## src/vtiming_cfg.svh

```systemverilog
// Register indices, field positions and reset values for the vertical timing block
`ifndef VTIMING_CFG_SVH
`define VTIMING_CFG_SVH

// ----------------------------------------------------------------
// Indexed register numbers
// ----------------------------------------------------------------
`define IDX_VERT_TOTAL      8'h06
`define IDX_HIGH_BITS       8'h07
`define IDX_PRESET_ROW      8'h08
`define IDX_MAX_SCAN        8'h09
`define IDX_VSYNC_START     8'h10
`define IDX_VDISP_END       8'h12
`define IDX_VBLANK_START    8'h15
`define IDX_LINE_CMP        8'h18
`define IDX_START_HI        8'h0C
`define IDX_START_LO        8'h0D
`define IDX_EXT_VTOTAL      8'h30
`define IDX_EXT_VDISP       8'h31
`define IDX_EXT_VSYNC       8'h32
`define IDX_EXT_VBLANK      8'h33

// ----------------------------------------------------------------
// Field positions
// ----------------------------------------------------------------
`define HB_VSYNC_B9         7
`define HB_VDISP_B9         6
`define HB_VTOTAL_B9        5
`define HB_LCMP_B8          4
`define HB_VBLANK_B8        3
`define HB_VSYNC_B8         2
`define HB_VDISP_B8         1
`define HB_VTOTAL_B8        0
`define MS_LCMP_B9          6
`define MS_VBLANK_B9        5
`define PR_PAN_HI           6
`define PR_PAN_LO           5
`define PR_ROW_HI           4
`define PR_ROW_LO           0
`define PR_WRITE_MASK       8'h7F
`define EXT_NIB_MASK        8'h0F

// ----------------------------------------------------------------
// Reset values and character widths
// ----------------------------------------------------------------
`define REG_RESET           8'h00
`define CHAR_W9             5'h09
`define CHAR_W8             5'h08

`endif

```

## src/vtiming_pkg.sv

```systemverilog
// Types shared by the vertical timing block
package vtiming_pkg;
  typedef logic [11:0] vval_t;
  typedef logic [7:0]  byte_t;
  typedef enum logic [2:0] {
    ST_IDLE  = 3'b001,
    ST_WRITE = 3'b010,
    ST_READ  = 3'b100
  } bus_state_t;
endpackage

```

## src/vtiming_compose.sv

```systemverilog
// Composes one vertical timing value from low, standard-high and extended bits
`timescale 1ns/10ps
module vtiming_compose
  import vtiming_pkg::*;
(
  input  wire logic [7:0]  low_bits,   // Low byte register
  input  wire logic        bit9,       // Standard bit 9 source
  input  wire logic        bit8,       // Standard bit 8 source
  input  wire logic [3:0]  ext_nib,    // Extended upper nibble
  input  wire logic        ext_mode,   // Extended timing enable
  output vval_t            value       // Composed value
);
  // Unused standard overflow bits drop out entirely in extended mode
  always_comb begin
    if (ext_mode) begin
      value = {ext_nib, low_bits};
    end else begin
      value = {2'b00, bit9, bit8, low_bits};
    end
  end
endmodule // vtiming_compose

```

## src/vtiming_regs.sv

```systemverilog
// Indexed timing registers, vertical value composition, split screen and panning
//
// Summary of operation
// - Standard mode vertical total: low byte, bit9 overflow b5, bit8 overflow b0.
// - Extended mode vertical total upper nibble from extended total register.
// - Line compare: low byte, bit9 max-scan b6, bit8 overflow b4.
// - At line compare the memory address counter restarts at zero.
// - Lines above line compare fetch from the programmed start address.
// - Standard blank start: low byte, bit9 max-scan b5, bit8 overflow b3.
// - Extended blank start upper nibble from extended blank register.
// - Standard sync start: low byte, bit9 overflow b7, bit8 overflow b2.
// - Extended sync start upper nibble from extended sync register.
// - Standard display end: low byte, bit9 overflow b6, bit8 overflow b1.
// - Extended display end upper nibble from extended display register.
// - Line zero is the first active line; starts are line numbers.
// - Byte panning bits 6-5 shift image left zero to three characters.
// - Nine-pixel text: pan codes give 0, 9, 18, 27 pixels.
// - Eight-pixel text and graphics: pan codes give 0, 8, 16, 24.
// - Pixel panning nibble adds a fine shift to the byte shift.
// - Preset row scan bits 4-0 pick first shown line of top row.
// - Preset row register reached at data port while index holds 08h.
// - Vertical total low byte is read and written at the data port while index holds 06h.
`timescale 1ns/10ps
`include "vtiming_cfg.svh"
module vtiming_regs
  import vtiming_pkg::*;
(
  input  wire logic        sys_clk,        // 100 MHz clock
  input  wire logic        rst_n,          // Synchronous reset, active low
  input  wire logic        clk_en,         // Freezes all state while low
  input  wire logic        idx_wr,         // Index port write strobe
  input  wire logic        data_wr,        // Data port write strobe
  input  wire logic        data_rd,        // Data port read strobe
  input  wire logic [7:0]  wdata,          // Write data for either port
  input  wire logic        ext_timing_en,  // Extended timing enable
  input  wire logic        nine_dot_text,  // 9-pixel text character box
  input  wire logic [3:0]  pixel_pan,      // Pixel panning nibble
  input  wire logic        line_start,     // Pulse at start of each scan line
  input  wire logic        frame_start,    // Pulse at line zero of frame
  output logic      [7:0]  rdata,          // Read data, valid two cycles after strobe
  output logic             rvalid,         // Read data valid pulse
  output vval_t            vert_total,     // Composed vertical total
  output vval_t            vert_disp_end,  // Composed display end
  output vval_t            vert_blank_st,  // Composed blanking start
  output vval_t            vert_sync_st,   // Composed sync start
  output logic      [9:0]  line_cmp,       // Composed line compare
  output logic      [9:0]  scan_line,      // Current scan line number
  output logic      [15:0] fetch_base,     // Fetch base address for this line
  output logic      [5:0]  pan_pixels,     // Total left shift in pixels
  output logic      [4:0]  row_preset      // First shown row scan line
);

  // ----------------------------------------------------------------
  // State
  // ----------------------------------------------------------------
  typedef struct packed {
    bus_state_t  st;
    byte_t       index;
    byte_t       rd_buf;
    logic        rvalid;
    byte_t       vtotal;
    byte_t       high_bits;
    byte_t       preset;
    byte_t       max_scan;
    byte_t       vsync;
    byte_t       vdisp;
    byte_t       vblank;
    byte_t       lcmp;
    byte_t       start_hi;
    byte_t       start_lo;
    byte_t       ext_vtotal;
    byte_t       ext_vdisp;
    byte_t       ext_vsync;
    byte_t       ext_vblank;
    logic        ext_sync1;
    logic        ext_sync2;
    logic        nine_sync1;
    logic        nine_sync2;
    logic [3:0]  pan_sync1;
    logic [3:0]  pan_sync2;
    vval_t       vtotal_o;
    vval_t       vdisp_o;
    vval_t       vblank_o;
    vval_t       vsync_o;
    logic [9:0]  lcmp_o;
    logic [9:0]  line;
    logic [15:0] base;
    logic [5:0]  pan;
    logic [4:0]  row;
  } state_t;

  state_t state_reg;
  state_t state_next;

  vval_t vtotal_c;
  vval_t vdisp_c;
  vval_t vblank_c;
  vval_t vsync_c;

  // Read mux of the indexed set; unmapped indices read zero
  function automatic byte_t read_reg(input state_t s, input byte_t idx);
    byte_t r;
    r = `REG_RESET;
    unique case (idx)
      `IDX_VERT_TOTAL:   r = s.vtotal;
      `IDX_HIGH_BITS:    r = s.high_bits;
      `IDX_PRESET_ROW:   r = s.preset & `PR_WRITE_MASK;
      `IDX_MAX_SCAN:     r = s.max_scan;
      `IDX_VSYNC_START:  r = s.vsync;
      `IDX_VDISP_END:    r = s.vdisp;
      `IDX_VBLANK_START: r = s.vblank;
      `IDX_LINE_CMP:     r = s.lcmp;
      `IDX_START_HI:     r = s.start_hi;
      `IDX_START_LO:     r = s.start_lo;
      `IDX_EXT_VTOTAL:   r = s.ext_vtotal;
      `IDX_EXT_VDISP:    r = s.ext_vdisp;
      `IDX_EXT_VSYNC:    r = s.ext_vsync;
      `IDX_EXT_VBLANK:   r = s.ext_vblank;
      default:           r = `REG_RESET;
    endcase
    return r;
  endfunction

  // ----------------------------------------------------------------
  // Value composition
  // ----------------------------------------------------------------
  vtiming_compose u_total (
    .low_bits (state_reg.vtotal),
    .bit9     (state_reg.high_bits[`HB_VTOTAL_B9]),
    .bit8     (state_reg.high_bits[`HB_VTOTAL_B8]),
    .ext_nib  (state_reg.ext_vtotal[3:0]),
    .ext_mode (state_reg.ext_sync2),
    .value    (vtotal_c)
  );
  vtiming_compose u_disp (
    .low_bits (state_reg.vdisp),
    .bit9     (state_reg.high_bits[`HB_VDISP_B9]),
    .bit8     (state_reg.high_bits[`HB_VDISP_B8]),
    .ext_nib  (state_reg.ext_vdisp[3:0]),
    .ext_mode (state_reg.ext_sync2),
    .value    (vdisp_c)
  );
  vtiming_compose u_blank (
    .low_bits (state_reg.vblank),
    .bit9     (state_reg.max_scan[`MS_VBLANK_B9]),
    .bit8     (state_reg.high_bits[`HB_VBLANK_B8]),
    .ext_nib  (state_reg.ext_vblank[3:0]),
    .ext_mode (state_reg.ext_sync2),
    .value    (vblank_c)
  );
  vtiming_compose u_sync (
    .low_bits (state_reg.vsync),
    .bit9     (state_reg.high_bits[`HB_VSYNC_B9]),
    .bit8     (state_reg.high_bits[`HB_VSYNC_B8]),
    .ext_nib  (state_reg.ext_vsync[3:0]),
    .ext_mode (state_reg.ext_sync2),
    .value    (vsync_c)
  );

  // ----------------------------------------------------------------
  // Next state
  // ----------------------------------------------------------------
  always_comb begin
    logic [9:0] cmp;
    logic [5:0] char_w;
    cmp    = {state_reg.max_scan[`MS_LCMP_B9], state_reg.high_bits[`HB_LCMP_B8], state_reg.lcmp};
    char_w = state_reg.nine_sync2 ? {1'b0, `CHAR_W9} : {1'b0, `CHAR_W8};
    state_next        = state_reg;
    state_next.rvalid = 1'b0;

    // Mode straps come from outside; two stages before use
    state_next.ext_sync1  = ext_timing_en;
    state_next.ext_sync2  = state_reg.ext_sync1;
    state_next.nine_sync1 = nine_dot_text;
    state_next.nine_sync2 = state_reg.nine_sync1;
    state_next.pan_sync1  = pixel_pan;
    state_next.pan_sync2  = state_reg.pan_sync1;

    // Bus sequencing: strobe is taken, then data stored or read
    unique case (state_reg.st)
      ST_IDLE: begin
        if (idx_wr) begin
          state_next.index = wdata;
        end else if (data_wr) begin
          state_next.rd_buf = wdata;
          state_next.st     = ST_WRITE;
        end else if (data_rd) begin
          state_next.st = ST_READ;
        end
      end
      ST_WRITE: begin
        unique case (state_reg.index)
          `IDX_VERT_TOTAL:   state_next.vtotal     = state_reg.rd_buf;
          `IDX_HIGH_BITS:    state_next.high_bits  = state_reg.rd_buf;
          `IDX_PRESET_ROW:   state_next.preset     = state_reg.rd_buf & `PR_WRITE_MASK;
          `IDX_MAX_SCAN:     state_next.max_scan   = state_reg.rd_buf;
          `IDX_VSYNC_START:  state_next.vsync      = state_reg.rd_buf;
          `IDX_VDISP_END:    state_next.vdisp      = state_reg.rd_buf;
          `IDX_VBLANK_START: state_next.vblank     = state_reg.rd_buf;
          `IDX_LINE_CMP:     state_next.lcmp       = state_reg.rd_buf;
          `IDX_START_HI:     state_next.start_hi   = state_reg.rd_buf;
          `IDX_START_LO:     state_next.start_lo   = state_reg.rd_buf;
          `IDX_EXT_VTOTAL:   state_next.ext_vtotal = state_reg.rd_buf & `EXT_NIB_MASK;
          `IDX_EXT_VDISP:    state_next.ext_vdisp  = state_reg.rd_buf & `EXT_NIB_MASK;
          `IDX_EXT_VSYNC:    state_next.ext_vsync  = state_reg.rd_buf & `EXT_NIB_MASK;
          `IDX_EXT_VBLANK:   state_next.ext_vblank = state_reg.rd_buf & `EXT_NIB_MASK;
          default:           state_next.st         = ST_IDLE;
        endcase
        state_next.st = ST_IDLE;
      end
      ST_READ: begin
        state_next.rd_buf = read_reg(state_reg, state_reg.index);
        state_next.rvalid = 1'b1;
        state_next.st     = ST_IDLE;
      end
      default: state_next.st = ST_IDLE;
    endcase

    // Registered composed values
    state_next.vtotal_o = vtotal_c;
    state_next.vdisp_o  = vdisp_c;
    state_next.vblank_o = vblank_c;
    state_next.vsync_o  = vsync_c;
    state_next.lcmp_o   = cmp;

    // Line counter: zero is the first active line
    if (frame_start) begin
      state_next.line = 10'h000;
      state_next.base = {state_reg.start_hi, state_reg.start_lo};
    end else if (line_start) begin
      state_next.line = state_reg.line + 10'h001;
      if (state_reg.line + 10'h001 == cmp) begin
        state_next.base = 16'h0000;
      end
    end

    // Coarse plus fine shift
    state_next.pan = 6'(char_w * {4'h0, state_reg.preset[`PR_PAN_HI:`PR_PAN_LO]})
                   + {2'b00, state_reg.pan_sync2};
    state_next.row = state_reg.preset[`PR_ROW_HI:`PR_ROW_LO];
  end

  // ----------------------------------------------------------------
  // Registers
  // ----------------------------------------------------------------
  always_ff @(posedge sys_clk) begin
    if (!rst_n) begin
      state_reg    <= '0;
      state_reg.st <= ST_IDLE;
    end else if (clk_en) begin
      state_reg <= state_next;
    end
  end

  assign rdata         = state_reg.rd_buf;
  assign rvalid        = state_reg.rvalid;
  assign vert_total    = state_reg.vtotal_o;
  assign vert_disp_end = state_reg.vdisp_o;
  assign vert_blank_st = state_reg.vblank_o;
  assign vert_sync_st  = state_reg.vsync_o;
  assign line_cmp      = state_reg.lcmp_o;
  assign scan_line     = state_reg.line;
  assign fetch_base    = state_reg.base;
  assign pan_pixels    = state_reg.pan;
  assign row_preset    = state_reg.row;

  // ----------------------------------------------------------------
  // Checks
  // ----------------------------------------------------------------
  a_std_total: assert property (@(posedge sys_clk) disable iff (!rst_n)
    clk_en && !state_reg.ext_sync2 |=> vert_total[11:10] == 2'b00)
    else $error("standard vertical total exceeds 10 bits");
  a_ext_total: assert property (@(posedge sys_clk) disable iff (!rst_n)
    clk_en && state_reg.ext_sync2 |=> vert_total[11:8] == $past(state_reg.ext_vtotal[3:0]))
    else $error("extended vertical total nibble wrong");
  a_lcmp_bits: assert property (@(posedge sys_clk) disable iff (!rst_n)
    clk_en |=> line_cmp == {$past(state_reg.max_scan[6]), $past(state_reg.high_bits[4]), $past(state_reg.lcmp)})
    else $error("line compare composition wrong");
  a_split_zero: assert property (@(posedge sys_clk) disable iff (!rst_n)
    clk_en && !frame_start && line_start &&
    (state_reg.line + 10'h001 == {state_reg.max_scan[6], state_reg.high_bits[4], state_reg.lcmp}) |=> fetch_base == 16'h0000)
    else $error("fetch base not zero at line compare");
  a_frame_base: assert property (@(posedge sys_clk) disable iff (!rst_n)
    clk_en && frame_start |=> fetch_base == $past({state_reg.start_hi, state_reg.start_lo}))
    else $error("frame does not start at start address");
  a_blank_std: assert property (@(posedge sys_clk) disable iff (!rst_n)
    clk_en && !state_reg.ext_sync2 |=> vert_blank_st[9] == $past(state_reg.max_scan[5]))
    else $error("blank start bit 9 wrong");
  a_sync_std: assert property (@(posedge sys_clk) disable iff (!rst_n)
    clk_en && !state_reg.ext_sync2 |=> vert_sync_st[9:8] == {$past(state_reg.high_bits[7]), $past(state_reg.high_bits[2])})
    else $error("sync start bits wrong");
  a_pan_nine: assert property (@(posedge sys_clk) disable iff (!rst_n)
    clk_en && state_reg.nine_sync2 && state_reg.preset[6:5] == 2'b11 && state_reg.pan_sync2 == 4'h0
    |=> pan_pixels == 6'h1B)
    else $error("nine pixel byte pan wrong");
  a_pan_eight: assert property (@(posedge sys_clk) disable iff (!rst_n)
    clk_en && !state_reg.nine_sync2 && state_reg.preset[6:5] == 2'b10 && state_reg.pan_sync2 == 4'h0
    |=> pan_pixels == 6'h10)
    else $error("eight pixel byte pan wrong");
  a_resv_zero: assert property (@(posedge sys_clk) disable iff (!rst_n)
    rvalid && $past(state_reg.index, 2) == 8'h08 |-> rdata[7] == 1'b0)
    else $error("reserved preset bit reads one");

endmodule // vtiming_regs

```

## config.mk

```make
export PLATFORM = sky130hd
export DESIGN_NAME = vtiming_regs
export DESIGN_NICKNAME = d
export VERILOG_FILES = /design/src/vtiming_pkg.sv /design/src/vtiming_compose.sv /design/src/vtiming_regs.sv
export VERILOG_INCLUDE_DIRS = /design/src
export SDC_FILE = /design/constraint.sdc
export NUM_CORES = 1
export LEC_CHECK = 0
export BUFFER_PORTS_ARGS = -buffer_cell sky130_fd_sc_hd__buf_2
export CAP_MARGIN = 20
export CORE_MARGIN = 10
export CORE_UTILIZATION = 45
export CTS_CLUSTER_SIZE = 10
export DETAILED_ROUTE_END_ITERATION = 6
export GPL_ROUTABILITY_DRIVEN = 0
export PLACE_DENSITY = 0.7
export SLEW_MARGIN = 15
export SYNTH_ARGS = -nofsm -noshare
export SYNTH_HDL_FRONTEND = slang
export SYNTH_HIERARCHICAL = 1
export SYNTH_SLANG_ARGS = --single-unit
```

## constraint.sdc

```tcl
create_clock -name sys_clk -period 2.2 [get_ports sys_clk]
set_input_delay 0.22 -clock sys_clk [delete_from_list [all_inputs] [get_ports sys_clk]]
set_output_delay 0.22 -clock sys_clk [all_outputs]
set_load 0.01 [all_outputs]
```

==> impl_metrics.tcl <==
set metrics [dict create \
    outcome "finished clean" \
    pin_count 126 \
    place_area_sq_um 11500 \
    hold_viol 0 \
    io_buffers 125 \
    end_kind "register" \
    startpoint_type "register" \
    synthesis.area_sq_um 11200 \
    die_w_um 178 \
    overflow 0 \
    htreeDepth 1 \
    fin_area_sq_um 12400 \
    fin_nets 1293 \
    dr.pass1.iters 6 \
    avgSynthCellArea_sq_um 9.02 \
    fin_crit_ps 2130 \
    cts_tree "done" \
    grt_pass1_vias 8568 \
    timing.fmax_mhz 469 \
    cts_num_sinks 222 \
    initial_core_util 0.458 \
    max-clock-path-buffers 3 \
    crit_type "register to register" \
    worst_slew_pin_slew_ps 879 \
    power_density_nw_per_um2 689 \
    whs_path_depth 3 \
    syn_inst 1239 \
    ys_warn_count 6 \
    worstPathMaxFanout 16 \
    synth.distinct_cells 77 \
    cp_data_arrival_time_ps 2550 \
    clk_pin_slew_ps 60 \
    grtUsageTotal 0.189 \
    yosys_most_used_dff "dfxtp_1" \
    dieArea_sq_um 31500 \
    drc 0 \
    synth_edf_count 0 \
    dp_cells 1545 \
    wl_per_cell_um 19.3 \
    std_cell_rows 57 \
    dpl.hpwl_mm 22.5 \
    hold_class "input port to register" \
    drtIter0Drc 1038 \
    finalSetupViolCount 0 \
    synthesis.nets 1269 \
    via_per_inst 5.57 \
    wl_mm 30.7 \
    max-cap-violations 0 \
    grt_max_degree 64 \
    synth-seq-area-share 0.398 \
    grt_pass1_wl_mm 48.3 \
    slew_headroom 0.414 \
    worst_ir_drop_vdd_v 0.000457 \
    antenna_found_initial 0 \
    clk_latency_ps 530 \
    antenna_cells 0 \
    drv_slew 0 \
    post-place-ws_ps 67.7 \
    post-route-period-util 0.969 \
    layout-drive-gt1-share 0.224 \
    vias 8865 \
    finalClockSkew_ps 10.8 \
    ys_async_sr_fraction 0 \
    cts_root_buf "clkbuf_16" \
    postCtsSetupBuffers 0 \
    p_leak_nw 5.52 \
    rsz0062_at_grt "no" \
    fin_util 0.507 \
    core_sq_um 24400 \
    cts_made_buffers 26 \
    synth-seq-cells 222 \
    critPathRequiredTime_ps 2620 \
    worst_slack_ps 68.4 \
    r2r_cells 5 \
    die_h_um 178 \
    largest_reg_flops 97 \
    final_cells 1592 \
    postRouteAntennaNets 0 \
    r2r_setup_slack_ps 70 \
    area_growth_pct 10.6 \
]
## final timing paths
kind	from	end
setup reg to reg	scan_line[8]$_SDFFE_PN0P_	fetch_base[14]$_SDFFE_PN0P_
hold reg to reg	state_reg[209]$_SDFFE_PN0P_	state_reg[209]$_SDFFE_PN0P_
setup / recovery	scan_line[8]$_SDFFE_PN0P_	fetch_base[14]$_SDFFE_PN0P_
hold / removal	data_rd	state_reg[238]$_SDFFE_PN0P_
## synth_stat cells, types with 6 or more instances
master    count  area share
ha_1          7      0.0078
nand2_1      77       0.026
a21bo_1      16       0.014
a22oi_1      10      0.0067
a31oi_1      22       0.012
a21oi_1      58       0.026
nor3_1        9      0.0040
and2_2        8      0.0054
and2_1        6      0.0034
dfxtp_1     222        0.40
mux2i_1     156        0.14
nor2_1      174       0.058
buf_1         6      0.0020
o21ai_0      29       0.013
nand4_1       7      0.0039
buf_4       135       0.091
xnor2_1       9      0.0071
nor3b_1       6      0.0040
clkbuf_1     63       0.021
nand3_1      28       0.013
inv_1        10      0.0034
and3_1       35       0.020
mux2_2       14       0.014
buf_2        15      0.0067
o22ai_1       8      0.0045
## through the flow
stage	hold WS (ps)	total power [W]	TNS, ps
floorplan	364	0.00455	0
global placement	451	0.00475	-47.3
detailed placement	461	0.00476	0
CTS	2.53	0.00855	0
global route	16.3	0.00876	0
finish	7.89	0.00851	0
## power breakdown
group	switching (W)	leakage [nW]	internal, W	total [W]
Combinational	0.000346	3.38	0.000227	0.000573
Sequential	0.0000730	1.79	0.00406	0.00413
Clock	0.00157	0.352	0.00224	0.00380
## layout by cell type, fill, tap and decap left out, drive strengths merged, types with 14 or more instances in the layout
cell type / count
a21oi: 58
nand2: 77
clkbuf: 33
dfxtp: 222
and2: 14
and3: 35
mux2i: 156
nand3: 29
buf: 202
mux2: 14
o21ai: 29
nor2: 174
a21bo: 16
dlygate4sd3: 14
a31oi: 22
## metal layers
layer | wire length [um] | track usage
met2 | 14300 | 0.311
met3 | 2320 | 0.0380
met1 | 13200 | 0.244
met5 | 0 | 0
met4 | 938 | 0.0604
## repair_timing
| item | CTS | global route |
|---|---|---|
| endpoints found under the hold margin | 14 | 0 |
| gates resized for setup | 0 | 9 |
| hold buffers | 14 | 0 |
| setup endpoints to repair | 0 | 48 |
## worst max-delay path, stage by stage (launching register included)
cell	delay (ps)
dfxtp_1	330
nand4_1	170
or4_4	530
a2111oi_4	430
nand4_4	290
a21bo_1	260
## final cells by class
| class | instances | area (sq um) |
|---|---|---|
| clock buffer | 33 | 718 |
| fill | 2320 | 12000 |
| inverter | 10 | 42.5 |
| multi-input combinational | 787 | 5370 |
| sequential | 222 | 4450 |
| tap | 324 | 405 |
| timing repair buffer | 216 | 1370 |
## cell families after synthesis
logic type,share of synthesized area
AO/OA/AOI/OAI,0.111
XOR/XNOR,0.0131
adder cells (fa/ha/maj),0.00963
buffers and inverters,0.125
flip-flops,0.398
multiplexers,0.162
AND/OR/NAND/NOR,0.182
Power figures use the tool's default switching activity.
